===== src/common/timer_ctrl_pkg.sv =====
/*
 * Timer control constants: offsets, field positions, encodings and reset value.
 * Assumes a 32-bit APB slave port on the timer kernel clock.
 */
// Behaviour
// [RULE1] Writes are half-words or words only; reads may be any width.
// [RULE2] Filter divide field 9:8 selects sample period of one, two or four cycles.
// [RULE3] Reload buffer enable bit 7 routes reload writes to a preload copy.
// [RULE4] Update source select at 1 lets only counter overflow make an update event.
// [RULE5] Update inhibit blocks update events; software trigger still clears counter and prescaler.
// [RULE6] Each non-inhibited update event copies preload values into active shadows.
// [RULE7] Counter run enable bit 0 lets the counter advance; otherwise it holds.
// [RULE8] Interrupt enable bit 1 gates channel-1 interrupt, bit 0 gates update interrupt.
// [RULE9] Overrun flag bit 9 sets when a capture lands while event flag set.
// [RULE10] Compare match sets channel-1 flag; compare above reload sets it at overflow.
// [RULE11] Capture edge stores counter and sets flag; reading compare register clears it.
// [RULE12] Update flag sets on overflow, or on software trigger when select and inhibit are zero.
// [RULE13] Event register bit 1 forces a channel-1 event and self-clears.
// [RULE14] Forced capture copies counter, sets flag, and sets overrun if flag was set.
// [RULE15] Event register bit 0 clears counter and prescaler count and updates registers.
// [RULE16] Software writes reserved bits as zero.
// [RULE17] Interrupt request is high while an enabled flag is set.
// [RULE18] Clear-by-zero flags ignore written ones; a hardware set beats a clear.
package timer_ctrl_pkg;

   // ==========================================================================
   // Register byte offsets
   // ==========================================================================
   localparam logic [7:0] OFS_CONTROL_ONE    = 8'h00;
   localparam logic [7:0] OFS_IRQ_ENABLE     = 8'h0c;
   localparam logic [7:0] OFS_STATUS_FLAGS   = 8'h10;
   localparam logic [7:0] OFS_EVENT_GENERATE = 8'h14;
   localparam logic [7:0] OFS_CHANNEL_CONFIG = 8'h18;
   localparam logic [7:0] OFS_TIMER_COUNT    = 8'h24;
   localparam logic [7:0] OFS_PRESCALE       = 8'h28;
   localparam logic [7:0] OFS_AUTORELOAD     = 8'h2c;
   localparam logic [7:0] OFS_COMPARE_CH1    = 8'h34;

   // ==========================================================================
   // Field positions
   // ==========================================================================
   localparam int BIT_COUNTER_RUN_ENABLE   = 0;
   localparam int BIT_UPDATE_INHIBIT       = 1;
   localparam int BIT_UPDATE_SOURCE_SELECT = 2;
   localparam int BIT_RELOAD_BUFFER_ENABLE = 7;
   localparam int LSB_FILTER_CLOCK_DIVIDE  = 8;
   localparam int BIT_UPDATE_IRQ_ENABLE    = 0;
   localparam int BIT_CH1_IRQ_ENABLE       = 1;
   localparam int BIT_UPDATE_FLAG          = 0;
   localparam int BIT_CH1_EVENT_FLAG       = 1;
   localparam int BIT_CH1_OVERRUN_FLAG     = 9;
   localparam int BIT_UPDATE_TRIGGER       = 0;
   localparam int BIT_CH1_EVENT_TRIGGER    = 1;
   localparam int LSB_CHANNEL_MODE         = 0;
   localparam int BIT_COMPARE_BUFFER       = 3;
   localparam int LSB_CAPTURE_EDGE         = 4;
   localparam int BIT_CAPTURE_ENABLE       = 6;

   // ==========================================================================
   // Encodings and reset values
   // ==========================================================================
   localparam logic [1:0] MODE_COMPARE   = 2'h0;
   localparam logic [1:0] MODE_CAPTURE   = 2'h1;
   localparam logic [1:0] EDGE_RISING    = 2'h0;
   localparam logic [1:0] EDGE_FALLING   = 2'h1;
   localparam logic [1:0] EDGE_BOTH      = 2'h3;
   localparam logic [1:0] DIVIDE_BY_ONE  = 2'h0;
   localparam logic [1:0] DIVIDE_BY_TWO  = 2'h1;
   localparam logic [1:0] DIVIDE_BY_FOUR = 2'h2;
   localparam logic [1:0] DIV_LIMIT_ONE  = 2'h0;
   localparam logic [1:0] DIV_LIMIT_TWO  = 2'h1;
   localparam logic [1:0] DIV_LIMIT_FOUR = 2'h3;
   localparam logic [15:0] RESET_WORD    = 16'h0000;

endpackage


===== src/rtl/capture_sampler.sv =====
/*
 * Samples the capture input at the filter rate; one-cycle pulse per selected edge.
 * Assumes the input is synchronous to the kernel clock.
 */
`timescale 1ns/10ps
module capture_sampler
   import timer_ctrl_pkg::*;
(
   input  wire logic       clk,
   input  wire logic       rst_n,
   input  wire logic [1:0] divide_sel,
   input  wire logic [1:0] edge_sel,
   input  wire logic       level_in,
   output logic            edge_pulse
);

   typedef struct packed {
      logic [1:0] div_count;
      logic       last_sample;
      logic       pulse;
   } sampler_state_t;

   sampler_state_t state;
   sampler_state_t next_state;
   logic [1:0]     div_limit;
   logic           sample_en;
   logic           rise;
   logic           fall;

   // ==========================================================================
   // Sampling clock divider
   // ==========================================================================
   // The reserved divide code falls back to one period so the filter never stalls.
   always_comb begin
      unique case (divide_sel)
         DIVIDE_BY_TWO:  div_limit = DIV_LIMIT_TWO;  // [RULE2]
         DIVIDE_BY_FOUR: div_limit = DIV_LIMIT_FOUR; // [RULE2]
         default:        div_limit = DIV_LIMIT_ONE;  // [RULE2]
      endcase
   end

   assign sample_en = (state.div_count >= div_limit);
   assign rise      = level_in & ~state.last_sample;
   assign fall      = ~level_in & state.last_sample;

   always_comb begin
      next_state       = state;
      next_state.pulse = 1'b0;
      if (sample_en) begin
         next_state.div_count   = 2'h0;
         next_state.last_sample = level_in;
         unique case (edge_sel)
            EDGE_FALLING: next_state.pulse = fall;
            EDGE_BOTH:    next_state.pulse = rise | fall;
            default:      next_state.pulse = rise;
         endcase
      end else begin
         next_state.div_count = state.div_count + 2'h1;
      end
   end

   always_ff @(posedge clk) begin
      if (!rst_n) begin
         state <= '0;
      end else begin
         state <= next_state;
      end
   end

   assign edge_pulse = state.pulse;

endmodule


===== src/rtl/timer_ctrl.sv =====
/*
 * Single-channel 16-bit timer: control, status and event registers behind APB.
 * Assumes APB runs on CLK_SYS and all inputs are synchronous to it.
 */
`timescale 1ns/10ps
module timer_ctrl
   import timer_ctrl_pkg::*;
(
   input  wire logic        CLK_SYS,
   input  wire logic        RST_N,
   input  wire logic        PSEL,
   input  wire logic        PENABLE,
   input  wire logic        PWRITE,
   input  wire logic [7:0]  PADDR,
   input  wire logic [31:0] PWDATA,
   input  wire logic [3:0]  PSTRB,
   output logic      [31:0] PRDATA,
   output logic             PREADY,
   output logic             PSLVERR,
   input  wire logic        CAPTURE_IN,
   output logic             TIMER_IRQ,
   output logic             UPDATE_EVENT,
   output logic      [15:0] TIMER_COUNT
);

   typedef struct packed {
      logic        counter_run_enable;
      logic        update_inhibit;
      logic        update_source_select;
      logic        reload_buffer_enable;
      logic [1:0]  filter_clock_divide;
      logic        ch1_irq_enable;
      logic        update_irq_enable;
      logic        ch1_overrun_flag;
      logic        ch1_event_flag;
      logic        update_flag;
      logic [1:0]  channel_mode;
      logic        compare_buffer;
      logic [1:0]  capture_edge;
      logic        capture_enable;
      logic [15:0] timer_count;
      logic [15:0] prescale_count;
      logic [15:0] prescale_preload;
      logic [15:0] prescale_active;
      logic [15:0] reload_preload;
      logic [15:0] reload_active;
      logic [15:0] compare_preload;
      logic [15:0] compare_active;
      logic        update_pulse;
      logic [31:0] rdata;
   } timer_state_t;

   timer_state_t state;
   timer_state_t next_state;

   logic        setup_phase;
   logic        access_phase;
   logic        addr_known;
   logic        write_refused;
   logic        wr;
   logic        rd;
   logic [15:0] wdata;
   logic        capture_edge_pulse;
   logic        tick;
   logic        overflow;
   logic        update_trigger;
   logic        ch1_trigger;
   logic        update_event;
   logic        reg_update;
   logic        capture_mode;
   logic        capture_now;
   logic        compare_hit;

   // Register word as software reads it.
   function automatic logic [15:0] read_word(input timer_state_t s, input logic [7:0] addr);
      logic [15:0] w;
      w = RESET_WORD;
      unique case (addr)
         OFS_CONTROL_ONE: begin
            w[BIT_COUNTER_RUN_ENABLE]       = s.counter_run_enable;
            w[BIT_UPDATE_INHIBIT]           = s.update_inhibit;
            w[BIT_UPDATE_SOURCE_SELECT]     = s.update_source_select;
            w[BIT_RELOAD_BUFFER_ENABLE]     = s.reload_buffer_enable;
            w[LSB_FILTER_CLOCK_DIVIDE +: 2] = s.filter_clock_divide;
         end
         OFS_IRQ_ENABLE: begin
            w[BIT_CH1_IRQ_ENABLE]    = s.ch1_irq_enable;
            w[BIT_UPDATE_IRQ_ENABLE] = s.update_irq_enable;
         end
         OFS_STATUS_FLAGS: begin
            w[BIT_CH1_OVERRUN_FLAG] = s.ch1_overrun_flag;
            w[BIT_CH1_EVENT_FLAG]   = s.ch1_event_flag;
            w[BIT_UPDATE_FLAG]      = s.update_flag;
         end
         OFS_CHANNEL_CONFIG: begin
            w[LSB_CHANNEL_MODE +: 2] = s.channel_mode;
            w[BIT_COMPARE_BUFFER]    = s.compare_buffer;
            w[LSB_CAPTURE_EDGE +: 2] = s.capture_edge;
            w[BIT_CAPTURE_ENABLE]    = s.capture_enable;
         end
         OFS_TIMER_COUNT: w = s.timer_count;
         OFS_PRESCALE:    w = s.prescale_preload;
         OFS_AUTORELOAD:  w = s.reload_buffer_enable ? s.reload_preload : s.reload_active;
         OFS_COMPARE_CH1: begin
            if (s.compare_buffer && s.channel_mode == MODE_COMPARE) begin
               w = s.compare_preload;
            end else begin
               w = s.compare_active;
            end
         end
         default: w = RESET_WORD;
      endcase
      return w;
   endfunction

   // ==========================================================================
   // APB slave decode
   // ==========================================================================
   // Zero wait states; read data is latched in the setup cycle so PRDATA is a flop.
   assign setup_phase  = PSEL & ~PENABLE;
   assign access_phase = PSEL & PENABLE;
   assign wdata        = PWDATA[15:0];

   always_comb begin
      unique case (PADDR)
         OFS_CONTROL_ONE, OFS_IRQ_ENABLE, OFS_STATUS_FLAGS, OFS_EVENT_GENERATE,
         OFS_CHANNEL_CONFIG, OFS_TIMER_COUNT, OFS_PRESCALE, OFS_AUTORELOAD,
         OFS_COMPARE_CH1: addr_known = 1'b1;
         default:         addr_known = 1'b0;
      endcase
   end

   // Byte writes cannot carry a whole half-word, so they are refused with an error.
   assign write_refused = PWRITE & (PSTRB[1:0] != 2'h3); // [RULE1]
   assign wr            = access_phase & PWRITE & addr_known & ~write_refused;
   assign rd            = access_phase & ~PWRITE & addr_known;
   assign PREADY        = 1'b1;
   assign PSLVERR       = access_phase & (~addr_known | write_refused);

   // ==========================================================================
   // Filter sampling and edge detection
   // ==========================================================================
   capture_sampler u_sampler (
      .clk        (CLK_SYS),
      .rst_n      (RST_N),
      .divide_sel (state.filter_clock_divide),
      .edge_sel   (state.capture_edge),
      .level_in   (CAPTURE_IN),
      .edge_pulse (capture_edge_pulse)
   );

   // ==========================================================================
   // Counting and events
   // ==========================================================================
   assign capture_mode   = (state.channel_mode == MODE_CAPTURE);
   assign update_trigger = wr & (PADDR == OFS_EVENT_GENERATE) & wdata[BIT_UPDATE_TRIGGER];
   assign ch1_trigger    = wr & (PADDR == OFS_EVENT_GENERATE) & wdata[BIT_CH1_EVENT_TRIGGER]; // [RULE13]
   assign tick           = state.counter_run_enable & (state.prescale_count == state.prescale_active); // [RULE7]
   assign overflow       = tick & (state.timer_count >= state.reload_active);
   // Registers reload on any non-inhibited source; the select bit only narrows the flag and the UPDATE_EVENT pulse.
   assign reg_update     = (overflow | update_trigger) & ~state.update_inhibit; // [RULE5] [RULE15]
   assign update_event   = (overflow | (update_trigger & ~state.update_source_select))
                           & ~state.update_inhibit; // [RULE4]
   assign capture_now    = capture_mode & ((state.capture_enable & capture_edge_pulse) | ch1_trigger);
   assign compare_hit    = ~capture_mode & tick &
                           (state.compare_active > state.reload_active ? overflow :
                            (overflow ? state.compare_active == 16'h0000 :
                             state.compare_active == state.timer_count + 16'h0001)); // [RULE10]

   always_comb begin
      next_state              = state;
      next_state.update_pulse = update_event;

      // Counter and prescaler.
      if (tick) begin
         next_state.prescale_count = 16'h0000;
         next_state.timer_count    = overflow ? 16'h0000 : state.timer_count + 16'h0001;
      end else if (state.counter_run_enable) begin
         next_state.prescale_count = state.prescale_count + 16'h0001; // [RULE7]
      end
      if (update_trigger) begin
         next_state.prescale_count = 16'h0000; // [RULE5] [RULE15]
         next_state.timer_count    = 16'h0000; // [RULE15]
      end

      // Shadow loads on a permitted update.
      if (reg_update) begin
         next_state.prescale_active = state.prescale_preload; // [RULE6]
         next_state.reload_active   = state.reload_preload;   // [RULE6] [RULE3]
         if (state.compare_buffer && !capture_mode) begin
            next_state.compare_active = state.compare_preload; // [RULE6]
         end
      end

      // Register writes.
      if (wr) begin
         unique case (PADDR)
            OFS_CONTROL_ONE: begin
               next_state.counter_run_enable   = wdata[BIT_COUNTER_RUN_ENABLE];
               next_state.update_inhibit       = wdata[BIT_UPDATE_INHIBIT];
               next_state.update_source_select = wdata[BIT_UPDATE_SOURCE_SELECT];
               next_state.reload_buffer_enable = wdata[BIT_RELOAD_BUFFER_ENABLE];
               next_state.filter_clock_divide  = wdata[LSB_FILTER_CLOCK_DIVIDE +: 2]; // [RULE2]
            end
            OFS_IRQ_ENABLE: begin
               next_state.ch1_irq_enable    = wdata[BIT_CH1_IRQ_ENABLE];    // [RULE8]
               next_state.update_irq_enable = wdata[BIT_UPDATE_IRQ_ENABLE]; // [RULE8]
            end
            OFS_STATUS_FLAGS: begin
               // Clear-by-zero: a written one leaves the flag alone.
               next_state.ch1_overrun_flag = state.ch1_overrun_flag & wdata[BIT_CH1_OVERRUN_FLAG]; // [RULE18]
               next_state.ch1_event_flag   = state.ch1_event_flag & wdata[BIT_CH1_EVENT_FLAG];     // [RULE18]
               next_state.update_flag      = state.update_flag & wdata[BIT_UPDATE_FLAG];           // [RULE18]
            end
            OFS_CHANNEL_CONFIG: begin
               next_state.channel_mode   = wdata[LSB_CHANNEL_MODE +: 2];
               next_state.compare_buffer = wdata[BIT_COMPARE_BUFFER];
               next_state.capture_edge   = wdata[LSB_CAPTURE_EDGE +: 2];
               next_state.capture_enable = wdata[BIT_CAPTURE_ENABLE];
            end
            OFS_TIMER_COUNT: begin
               if (!update_trigger) begin
                  next_state.timer_count = wdata;
               end
            end
            OFS_PRESCALE: next_state.prescale_preload = wdata;
            OFS_AUTORELOAD: begin
               next_state.reload_preload = wdata; // [RULE3]
               if (!state.reload_buffer_enable) begin
                  next_state.reload_active = wdata; // [RULE3]
               end
            end
            OFS_COMPARE_CH1: begin
               next_state.compare_preload = wdata;
               if (!state.compare_buffer || capture_mode) begin
                  next_state.compare_active = wdata;
               end
            end
            default: begin
            end
         endcase
      end

      // Reading the capture register acknowledges the capture.
      if (rd && PADDR == OFS_COMPARE_CH1 && capture_mode) begin
         next_state.ch1_event_flag = 1'b0; // [RULE11]
      end

      // Hardware sets come last so they win over a clear in the same cycle.
      if (capture_now) begin
         next_state.compare_active = state.timer_count;     // [RULE11] [RULE14]
         next_state.ch1_event_flag = 1'b1;                  // [RULE11] [RULE14]
         if (state.ch1_event_flag) begin
            next_state.ch1_overrun_flag = 1'b1;             // [RULE9] [RULE14] [RULE18]
         end
      end
      if (compare_hit || (ch1_trigger && !capture_mode)) begin
         next_state.ch1_event_flag = 1'b1;                  // [RULE10] [RULE13] [RULE18]
      end
      if (update_event) begin
         next_state.update_flag = 1'b1;                     // [RULE12] [RULE18]
      end

      if (setup_phase) begin
         next_state.rdata = {16'h0000, read_word(state, PADDR)};
      end
   end

   always_ff @(posedge CLK_SYS) begin
      if (!RST_N) begin
         state <= '0;
      end else begin
         state <= next_state;
      end
   end

   // ==========================================================================
   // Outputs
   // ==========================================================================
   assign PRDATA       = state.rdata;
   assign TIMER_IRQ    = (state.ch1_event_flag & state.ch1_irq_enable) |
                         (state.update_flag & state.update_irq_enable); // [RULE17] [RULE8]
   assign UPDATE_EVENT = state.update_pulse;
   assign TIMER_COUNT  = state.timer_count;

endmodule


===== config.mk =====
export PLATFORM = sky130hd
export DESIGN_NAME = timer_ctrl
export DESIGN_NICKNAME = d
export VERILOG_FILES = /design/src/common/timer_ctrl_pkg.sv /design/src/rtl/capture_sampler.sv /design/src/rtl/timer_ctrl.sv
export SDC_FILE = /design/constraint.sdc
export NUM_CORES = 1
export LEC_CHECK = 0
export BUFFER_PORTS_ARGS = -buffer_cell sky130_fd_sc_hd__buf_2
export CORE_UTILIZATION = 28
export CTS_BUF_LIST = sky130_fd_sc_hd__clkbuf_8
export CTS_CLUSTER_SIZE = 28
export DETAILED_ROUTE_END_ITERATION = 6
export HOLD_SLACK_MARGIN = 0.08
export SLEW_MARGIN = 20
export SYNTH_ARGS = -nofsm -noshare
export SYNTH_HDL_FRONTEND = slang
export SYNTH_SLANG_ARGS = --single-unit
export TNS_END_PERCENT = 100

===== constraint.sdc =====
create_clock -name CLK_SYS -period 4.9 [get_ports CLK_SYS]
set_input_delay 1.225 -clock CLK_SYS [delete_from_list [all_inputs] [get_ports CLK_SYS]]
set_output_delay 1.225 -clock CLK_SYS [all_outputs]
set_load 0.01 [all_outputs]

; Yosys cells after proc, flatten, opt, wreduce, memory -nomap -nowiden
; Cells that the tools add are included.
[op_classes]
magnitude_cmp = 3
n_reduce_logical = 28
n_bitwise = 44
addsub = 3
n_mux = 37
n_eq_ne = 16
[op_table]
columns = op, count
row1 = $mux W16, 15
row2 = $mux W32, 2
row3 = $mux W48, 1
row4 = $add A16 B1 Y16 const B, 2
row5 = $eq A16 B16 Y1, 2
row6 = $eq A8 B6 Y1 const B, 4
row7 = $and A1 B1 Y1, 28
row8 = $mux W25, 1
row9 = $eq A8 B5 Y1 const B, 3
row10 = $pmux W6 S4, 1
row11 = $pmux W4 S5, 1
row12 = $reduce_and A2 Y1, 9
row13 = $ge A16 B16 Y1, 1
row14 = $gt A16 B16 Y1, 1
row15 = $logic_not A16 Y1, 1
row16 = $pmux W2 S8, 1
row17 = $not A1 Y1, 10
row18 = $pmux W2 S5, 1
row19 = $reduce_or A9 Y1, 1
row20 = $eq A8 B4 Y1 const B, 1
row21 = $logic_not A8 Y1, 1
row22 = $reduce_bool A4 Y1, 2
row23 = $mux W1, 7
row24 = $eq A2 B1 Y1 const B, 3
row25 = other kinds (19), 32
[word_totals]
out_inout_bits = 52
ff_bits = 166
in_bits = 50

; Logic depth before layout (Yosys ltp)
; Gate-level depths: netlist (run 1).
[depth]
depth_word = 14
depth_mapped = 12
depth_no_buf = 9

; Modules after synthesis
; From an unflattened synthesis (run 1), not the netlist that was laid out.
[unflattened]
cells_unflattened = 1270
hier_area_um2 = 9834.4
[modules_own_cells]
columns = module, cells_per_inst, instances, area_per_inst_um2
row1 = timer_ctrl, 1242, 1, 9571.7
row2 = capture_sampler, 28, 1, 262.8

; Worst setup path after synthesis (run 1)
; OpenSTA, ideal clock, no wires.
[synth_path]
path_kind = input port to output port
from = input PADDR[2]
to = output PSLVERR
setup_slack_ns = 1.557
t_arrival_ns = 2.118
path_stages = 5
cell_sequence = clkbuf_1 > o21a_1 > nor3_1 > o21a_1 > a21oi_1
[synth_via]
elab_chain_len = 6
word_cells_on_any_way = 14
cone_classes = 8 x eq/ne / 1 x mux / 3 x bitwise / 2 x reduce/logical
[synth_rtl]
columns = element, line_no
row1 = from (decl), timer_ctrl.sv:14  ; input wire logic [7:0] PADDR,
row2 = "$eq A8 B5 Y1, or another cell as far along", timer_ctrl.sv:125  ; unique case (PADDR)
row3 = $reduce_or A9 Y1 (*), timer_ctrl.sv:125
row4 = $mux W1 (*), timer_ctrl.sv:125
row5 = $not A1 Y1 (*), timer_ctrl.sv:138  ; assign PSLVERR = access_phase & (~addr_known | write_refused);
row6 = $or A1 B1 Y1 (*), timer_ctrl.sv:138
row7 = $and A1 B1 Y1 (*), timer_ctrl.sv:138
row8 = to (decl), timer_ctrl.sv:19  ; output logic PSLVERR,
; Every way passes the cells marked *; elsewhere a longest branch is shown, timed or not.

; Final worst setup path (run 1)
[layout_path]
from = register state (netlist bit TIMER_COUNT[11])
to = register state[111] (netlist bit)
[layout_via]
elab_chain_len = 4
[layout_rtl]
columns = element, line_no
row1 = from (decl), timer_ctrl.sv:53  ; timer_state_t state;
row2 = from (signal assigned), timer_ctrl.sv:273  ; state <= next_state;
row3 = $ge A16 B16 Y1, timer_ctrl.sv:159  ; assign overflow = tick & (state.timer_count >= state.reload_active);
row4 = $and A1 B1 Y1, timer_ctrl.sv:159
row5 = $or A1 B1 Y1, timer_ctrl.sv:161  ; assign reg_update = (overflow | update_trigger) & ~state.update_inhibit;
row6 = $and A1 B1 Y1, timer_ctrl.sv:161
; No other way between the ends.
; A chain may end at the register's enable or synchronous reset.

==> results of run 1 <==
[area by class of cell]
class / instances / share of cell area, %
Multi-Input combinational cell: 962 / 53.07
Tap cell: 455 / 5.229
Sequential cell: 166 / 30.53
Clock buffer: 19 / 2.402
Inverter: 47 / 1.621
Clock inverter: 13 / 1.977
Timing Repair Buffer: 97 / 5.172
[worst register-to-register path, cell delays in order, from the launching register on]
cell and delay [ns]:
sky130_fd_sc_hd__dfxtp_1 0.61, sky130_fd_sc_hd__ha_1 0.26, sky130_fd_sc_hd__nand4_1 0.12, sky130_fd_sc_hd__or4_1 0.56, sky130_fd_sc_hd__o211a_2 0.40, sky130_fd_sc_hd__o21ai_4 0.86, sky130_fd_sc_hd__buf_4 0.38, sky130_fd_sc_hd__nand3_1 0.10
sky130_fd_sc_hd__a21oi_1 0.19
[cell usage after synthesis, drive strengths merged (31+ instances only)]
cell / number / share of area (%)
a21oi: 185 / 9.3
ha: 39 / 4.9
o21ai: 81 / 4.1
nor4: 31 / 2.1
inv: 47 / 1.8
nand2: 183 / 6.9
dfxtp: 166 / 34
mux2i: 38 / 3.8
clkbuf: 80 / 3.0
nand3: 37 / 1.9
buf: 61 / 4.4
nor2: 86 / 3.4
[sequential cells by signal, summed over array words and instances (netlist names)]
signal and cells:
state 129, PRDATA 16, TIMER_COUNT 16, u_sampler.state 3, UPDATE_EVENT 1, u_sampler.edge_pulse 1
[kinds of logic (layout without fill, tap and decap cells)]
family	after synthesis	count (layout)	share of synthesized area [%]
compound gates	381	381	23.09
xor+xnor	55	55	4.858
fa+ha+maj	39	39	4.921
buf+inv	188	176	9.199
flops	166	166	33.51
mux	39	39	3.949
other cells	2	17	0.07574
simple gates	431	431	20.39
[through the flow]
stage                     setup slack (ns)  hold WS, ns  power, W
after floorplan                      1.557       0.4260  0.001474
after global placement               1.005       0.4393  0.001518
after detailed placement            0.9727       0.4607  0.001518
after CTS                            1.375       0.4712  0.002706
after global routing                 1.194       0.4886  0.002788
final                                1.330       0.4747  0.002700
[worst min path at each step]
stage                                              from  slack [ns]                             to
final                     u_sampler.state[2]$_SDFF_PP0_        0.47  u_sampler.state[2]$_SDFF_PP0_
after global routing             state[56]$_SDFFE_PN0P_        0.49         state[56]$_SDFFE_PN0P_
after CTS                        state[64]$_SDFFE_PN0P_        0.47         state[64]$_SDFFE_PN0P_
after detailed placement  u_sampler.state[2]$_SDFF_PP0_        0.46  u_sampler.state[2]$_SDFF_PP0_
after global placement    u_sampler.state[2]$_SDFF_PP0_        0.44  u_sampler.state[2]$_SDFF_PP0_
after floorplan           u_sampler.state[2]$_SDFF_PP0_        0.43  u_sampler.state[2]$_SDFF_PP0_
[where the power goes]
part	internal [W]	leakage (nW)	switching [W]
clock	0.000643	0.243	0.000567
combinational	0.0000323	2.41	0.0000941
sequential	0.00136	1.34	0.00000661
total	0.00203	3.99	0.000668
[placed cells by master (no fill, tap or decap), types with 4 or more instances in the layout]
master / synthesis / routed
sky130_fd_sc_hd__a21o_1: 7 / 7
sky130_fd_sc_hd__inv_1: 46 / 44
sky130_fd_sc_hd__o21ai_1: 20 / 19
sky130_fd_sc_hd__or4_1: 8 / 8
sky130_fd_sc_hd__xnor2_1: 28 / 28
sky130_fd_sc_hd__nor2_1: 85 / 83
sky130_fd_sc_hd__buf_2: 9 / 66
sky130_fd_sc_hd__xor2_1: 27 / 27
sky130_fd_sc_hd__buf_4: 50 / 31
sky130_fd_sc_hd__ha_1: 39 / 39
sky130_fd_sc_hd__dfxtp_1: 166 / 166
sky130_fd_sc_hd__o22ai_1: 5 / 5
sky130_fd_sc_hd__nand3_1: 37 / 37
sky130_fd_sc_hd__and3_1: 6 / 6
sky130_fd_sc_hd__a211oi_1: 19 / 19
sky130_fd_sc_hd__nor4_1: 28 / 28
sky130_fd_sc_hd__or3_1: 5 / 5
sky130_fd_sc_hd__nand2b_1: 6 / 6
sky130_fd_sc_hd__a221oi_1: 9 / 9
sky130_fd_sc_hd__nand2_1: 183 / 183
sky130_fd_sc_hd__nor2b_1: 7 / 6
sky130_fd_sc_hd__o21a_1: 4 / 4
sky130_fd_sc_hd__o221a_1: 16 / 16
sky130_fd_sc_hd__o41ai_1: 16 / 16
sky130_fd_sc_hd__conb_1: 2 / 17
sky130_fd_sc_hd__o21ai_0: 61 / 61
sky130_fd_sc_hd__nor3_1: 27 / 26
sky130_fd_sc_hd__a21oi_1: 185 / 185
sky130_fd_sc_hd__bufinv_16: 0 / 5
sky130_fd_sc_hd__mux2i_1: 38 / 38
sky130_fd_sc_hd__nand4_1: 16 / 16
sky130_fd_sc_hd__clkbuf_8: 0 / 19
sky130_fd_sc_hd__a31oi_1: 16 / 16
[metal layers]
metal  vias up  wire length (um)
met5         -                 0
met4         0              1153
met3        83              3082
met2       490             14630
met1      4607             15470
li1       4536                 -
==> impl_results.rst, run 1 <==
.. list-table::
   :header-rows: 1

   * - Metric
     - Value
   * - Count of maximum capacitance violations
     - 0
   * - Worst vdd rail ir drop
     - 140.4 uV
   * - Area growth from synthesis to final layout
     - 9.792%
   * - Multi-input logic area
     - 0.005778 mm2
   * - Number of enable-type register cells in the synthesized netlist
     - 0
   * - Period Utilization, post-route
     - 72.85%
   * - Hold Crit Depth
     - 1
   * - Layout cells sized above 1
     - 11.58%
   * - Count of distinct cell types in the synthesized netlist
     - 66
   * - Final #Nets
     - ~1.4k
   * - Finished layout cell area
     - ~0.011 mm2
   * - Worst clock skew
     - slightly above 0.02 ns
   * - Total Wirelength
     - 34330 um
   * - Count of endpoints failing hold in the final timing report
     - 0
   * - Non-filler instance count after layout
     - 1759
   * - Upper clock frequency limit
     - 280.1 MHz
   * - Post-layout utilization of the core
     - around a third
   * - Die area
     - about 0.036 mm2
   * - Routed vias
     - between 9k and 10k
   * - Detailed router's first-iteration violation count
     - 834
   * - Critical path startpoint category
     - register
   * - Die height
     - 190.2 um
   * - Number of port buffers
     - 66
   * - Worst setup endpoint
     - state[111]$_SDFFE_PN0N_
   * - Startpoint of the worst-slack reg-to-reg timing path
     - TIMER_COUNT[11]$_SDFF_PN0_
   * - Logic depth of the worst setup path including buffers
     - 8
   * - Flip-flop and latch area
     - 0.003323 mm2
   * - Final min period
     - approximately 3.6 ns
   * - Post-CTS Hold Buffers
     - 0
   * - Static leakage power
     - 3.995 nW
   * - Critical path capture point type
     - register
   * - CTS tree
     - built
   * - Critical path buffers and inverters
     - 1
   * - Total congestion overflow after global routing
     - 0
   * - Number of top-level pins
     - 102
   * - Final setup TNS
     - 0 ns
   * - Global-route wire length before repair
     - around 53000 um
   * - Worst slew pin tran
     - 1.079 ns
   * - Routing usage on met1
     - 26.52%
   * - Routed wire length per instance
     - about 20 um
   * - Number of global-route vias before repair
     - 9096
   * - Clock Latency Late Sink
     - about 0.48 ns
   * - Postcts setup bufs
     - 0
   * - Power density cells
     - 248.0 mW/mm2
   * - Total count of max-transition violations in the final report
     - 0
   * - Detailed-placement wirelength estimate
     - 24090 um
   * - Htree depth
     - 4
   * - Final routed DRC violation total
     - 0
   * - Number of warnings reported in the yosys synthesis log
     - 0
   * - Setup repair after global routing missed its margin
     - false
   * - Synthesized instance count
     - 1301
   * - Clk buf depth
     - 2
   * - Number of antenna repair diodes
     - 0
   * - Number of antenna violations at the first check in global routing
     - 0
   * - DP Area
     - 0.01040 mm2
   * - Number of nets with antenna violations after detailed routing
     - 0
   * - Maximum number of pins on one net before global-route repair
     - 85
   * - Post_cts resized
     - 0
   * - Clock transition at the registers of the reported paths
     - 0.09 ns
   * - Max-slew headroom at the worst pin
     - 27.65%
   * - Result of the run
     - completed
   * - Signal arrival time at the worst endpoint
     - 3.95 ns
   * - Fraction of registers with async set/reset
     - 0%
   * - Hold WC Path Type
     - reg -> reg
   * - Detailed Routing Iterations Pass 1
     - 5
   * - Seq cells post-synth
     - about 170
   * - Peak fanout along the critical path
     - 33
   * - Buffer cell driving the clock tree root
     - sky130_fd_sc_hd__clkbuf_8
   * - Die X-Extent
     - 190.2 um
   * - Gate family responsible for the most delay along the worst path
     - compound AO/OA/AOI/OAI gates
   * - Starting density of the core
     - about 29%
   * - Via-per-instance ratio
     - between 5 and 6
   * - Filler cell count in the final layout
     - 3693
   * - Destination of the worst register-to-register timing path
     - state[111]$_SDFFE_PN0N_
   * - Instance count after placement with tap cells included
     - 1727
   * - Classification of the worst setup path
     - reg -> reg
   * - Gr busiest metal
     - met2
   * - Slack of the worst reg-to-reg path
     - 1.33 ns
   * - Overall global routing resource usage
     - 19.04%
   * - Post-synthesis average cell area
     - 7.622 um2
   * - Seq/Total Area, Yosys
     - 33.51%
   * - Cell area after synthesis
     - 0.009916 mm2
   * - Slowest CP cell
     - sky130_fd_sc_hd__o21ai_4
   * - Met3 routing resource usage after global routing
     - 4.187%
   * - Critical-path cell list
     - ha_1 -> nand4_1 -> or4_1 -> o211a_2 -> o21ai_4 -> buf_4 -> nand3_1 -> a21oi_1
   * - Count of cells along the worst register-to-register path
     - 8
   * - Routability congestion estimate
     - approximately 0.92
   * - Cts bufs inserted
     - 17
   * - Floorplan row count
     - roughly 70
   * - Data required, critical path
     - 5.28 ns
   * - Met2 Resource Use GR
     - between 20% and 30%
   * - # clock sinks
     - roughly 170
   * - Top flip-flop cell by instance count after synthesis
     - sky130_fd_sc_hd__dfxtp_1
   * - Beginning of the critical path
     - TIMER_COUNT[11]$_SDFF_PN0_
   * - CP peak stage delay
     - between 0.8 and 0.9 ns
   * - Total core area
     - 0.03471 mm2
   * - Final setup vio count
     - 0
(Power assumes the default switching activity.)
==> run 2: changes to the inputs <==
==> constraint.sdc (replaced) <==
create_clock -name CLK_SYS -period 3.7 [get_ports CLK_SYS]
set_input_delay 0.925 -clock CLK_SYS [delete_from_list [all_inputs] [get_ports CLK_SYS]]
set_output_delay 0.925 -clock CLK_SYS [all_outputs]
set_load 0.01 [all_outputs]
==> run 2 against run 1 <==
Net effect: register-to-register slack worse by 0.81 ns; critical path depth grew 1; clock power increased by 9.9%; clock skew shrank 0.0031 ns; first-iteration DRC count increased by 25%; sequential power increased by 32%; final cell count up 1.4%; sequential share of layout area down 0.27 points; via count grew 1.8%; hold slack got worse by 0.0064 ns; die area unchanged; sequential cell count stayed put.
==> impl_results.rst, run 2 (synthesis gave the netlist of run 1 again) <==
.. list-table::
   :header-rows: 1

   * - Metric
     - Value
   * - Routed vias
     - 9894 (+1.8%)
   * - Routed wire length per instance
     - 20.12 um (+3.1%)
   * - Post-layout utilization of the core
     - 31.64% (+0.28 points)
   * - Gr busiest metal
     - met2
   * - Routability congestion estimate
     - 0.9509 (+3.6%)
   * - Hold WC Path Type
     - reg -> reg
   * - Peak fanout along the critical path
     - 11 (-67%)
   * - Total count of max-transition violations in the final report
     - 0 (unchanged)
   * - Buffer cell driving the clock tree root
     - sky130_fd_sc_hd__clkbuf_8
   * - Final setup TNS
     - 0 ns (unchanged)
   * - Final setup vio count
     - 0 (unchanged)
   * - Most Frequent Cell on Critical Path
     - sky130_fd_sc_hd__nand4_1
   * - Total core area
     - 0.03471 mm2 (unchanged)
   * - Register with the most flip-flops
     - state
   * - Clock transition at the registers of the reported paths
     - 0.11 ns (+0.02 ns)
   * - Number of antenna violations at the first check in global routing
     - 0 (unchanged)
   * - Gate family responsible for the most delay along the worst path
     - simple AND/OR/NAND/NOR gates
   * - Post-CTS Hold Buffers
     - 0 (unchanged)
   * - Critical path startpoint category
     - register
   * - Total congestion overflow after global routing
     - 0 (unchanged)
   * - Max-slew headroom at the worst pin
     - 38.07% (+10 points)
   * - Overall global routing resource usage
     - 19.81% (+0.77 points)
   * - Detailed Routing Iterations Pass 1
     - 6 (+1)
   * - Clock Latency Late Sink
     - 0.50 ns (+0.02 ns)
   * - Setup repair after global routing missed its margin
     - false
   * - Total Wirelength
     - 35870 um (+4.5%)
   * - Critical-path cell list
     - buf_4 -> ha_1 -> nand4_1 -> nor2_1 -> nand4_1 -> xnor2_1 -> a2111oi_0 -> nand4_1 -> o21ai_1
   * - Die area
     - 0.03617 mm2 (unchanged)
   * - Cts bufs inserted
     - 17 (unchanged)
   * - Final #Nets
     - 1404 (+1.7%)
   * - Slack of the worst reg-to-reg path
     - 0.52 ns (-0.81 ns)
   * - Destination of the worst register-to-register timing path
     - state[168]$_SDFFE_PN0P_
   * - Signal arrival time at the worst endpoint
     - 3.56 ns (-0.39 ns)
   * - Maximum number of pins on one net before global-route repair
     - 51 (-40%)
   * - Detailed router's first-iteration violation count
     - 1043 (+25%)
   * - Count of maximum capacitance violations
     - 0 (unchanged)
   * - Static leakage power
     - 4.051 nW (+1.4%)
   * - Filler cell count in the final layout
     - 3732 (+1.1%)
   * - Die height
     - 190.2 um (unchanged)
   * - Worst clock skew
     - 0.01745 ns (-0.003108 ns)
   * - Area growth from synthesis to final layout
     - 10.76%
   * - Period Utilization, post-route
     - 85.83% (+13 points)
   * - Routing usage on met1
     - 27.74% (+1.2 points)
   * - Number of antenna repair diodes
     - 0 (unchanged)
   * - HP Start
     - u_sampler.state[2]$_SDFF_PP0_
   * - CP peak stage delay
     - 0.55 ns (-0.31 ns)
   * - Classification of the worst setup path
     - reg -> reg
   * - Detailed-placement wirelength estimate
     - 25020 um (+3.8%)
   * - Number of nets with antenna violations after detailed routing
     - 0 (unchanged)
   * - Power density cells
     - 301.3 mW/mm2 (+22%)
   * - Count of cells along the worst register-to-register path
     - 9 (+1)
   * - Hold Crit Depth
     - 1 (unchanged)
   * - Count of endpoints failing hold in the final timing report
     - 0 (unchanged)
   * - Htree depth
     - 4 (unchanged)
   * - Most used cells in the layout excluding fill and tap cells
     - 185 x sky130_fd_sc_hd__a21oi_1, 183 x sky130_fd_sc_hd__nand2_1, 166 x sky130_fd_sc_hd__dfxtp_1
   * - Slowest CP cell
     - sky130_fd_sc_hd__a2111oi_0
   * - WHS Endpoint
     - u_sampler.state[2]$_SDFF_PP0_
   * - # clock sinks
     - 166 (unchanged)
   * - Upper clock frequency limit
     - 314.9 MHz (+12%)
   * - Largest register FFs
     - 129 (unchanged)
   * - Die X-Extent
     - 190.2 um (unchanged)
   * - Number of global-route vias before repair
     - 9087 (-0.099%)
   * - Critical path capture point type
     - register
   * - Critical path buffers and inverters
     - 1 (unchanged)
   * - Via-per-instance ratio
     - 5.549 (+0.46%)
   * - Number of top-level pins
     - 102 (unchanged)
   * - Most common library cell in the layout ignoring fill and taps
     - sky130_fd_sc_hd__a21oi_1
   * - Global-route wire length before repair
     - 54350 um (+1.7%)
   * - Clk buf depth
     - 2 (unchanged)
   * - Layout cells sized above 1
     - 13.10% (+1.5 points)
   * - Met2 Resource Use GR
     - 28.45% (+0.27 points)
   * - Final routed DRC violation total
     - 0 (unchanged)
   * - Worst slew pin tran
     - 0.9268 ns (-0.1518 ns)
   * - Floorplan row count
     - 68 (unchanged)
   * - Met3 routing resource usage after global routing
     - 4.981% (+0.79 points)
   * - Beginning of the critical path
     - TIMER_COUNT[0]$_SDFF_PN0_
   * - Number of port buffers
     - 66 (unchanged)
   * - Startpoint of the worst-slack reg-to-reg timing path
     - TIMER_COUNT[0]$_SDFF_PN0_
   * - Result of the run
     - completed
   * - Data required, critical path
     - 4.08 ns (-1.20 ns)
   * - Final min period
     - 3.176 ns (-0.3940 ns)
   * - Worst vdd rail ir drop
     - 162.9 uV (+16%)
   * - Postcts setup bufs
     - 0 (unchanged)
   * - Post_cts resized
     - 0 (unchanged)
   * - Starting density of the core
     - 28.56% (unchanged)
   * - CTS tree
     - built
## run 2: report_power, final
| group | switching (W) | internal (W) | total, W |
|---|---|---|---|
| clock | 0.000828 | 0.000506 | 0.00133 |
| sequential | 0.00000782 | 0.00180 | 0.00180 |
| combinational | 0.000127 | 0.0000446 | 0.000171 |
| total | 0.000963 | 0.00235 | 0.00331 |
## run 2: layer usage
layer | up-vias | share of wire (%) | wire length (um)
li1 | 4591 | - | -
met1 | 4676 | 45 | 16220
met2 | 545 | 41 | 14820
met3 | 82 | 9.8 | 3504
met4 | 0 | 3.7 | 1330
met5 | - | 0 | 0
## run 2: area by class of cell
type | count | area, um2 | share of cell area [%]
Multi-Input combinational cell | 962 | 5769 | 52.53
Tap cell | 455 | 569.3 | 5.183
Sequential cell | 166 | 3323 | 30.26
Clock inverter | 15 | 155.1 | 1.413
Clock buffer | 17 | 234.0 | 2.130
Timing Repair Buffer | 121 | 755.7 | 6.881
Inverter | 47 | 176.4 | 1.606
## run 2: stage by stage
step	hold WS, ns	cell area, um2	std cells	setup WS [ns]	total power [W]
2_1_floorplan	0.4260	9972	1316	0.7845	0.001951
3_3_place_gp	0.4389	10590	1751	0.4225	0.002012
3_5_place_dp	0.4476	10590	1751	0.4037	0.002013
4_1_cts	0.4690	10980	1783	0.6132	0.003328
5_1_grt	0.4833	10980	1783	0.3811	0.003414
6_report	0.4683	10980	1783	0.5245	0.003309
## run 2: worst max-delay path by stage
stage,to,slack [ns],cells past startpoint
2_1_floorplan,state[119]$_SDFFE_PN0P_,0.78,8
3_3_place_gp,TIMER_COUNT[9]$_SDFF_PN0_,0.42,8
3_5_place_dp,state[68]$_SDFF_PN0_,0.40,8
4_1_cts,state[41]$_SDFF_PN0_,0.61,11
5_1_grt,state[44]$_SDFF_PN0_,0.38,11
6_report,state[168]$_SDFFE_PN0P_,0.52,9
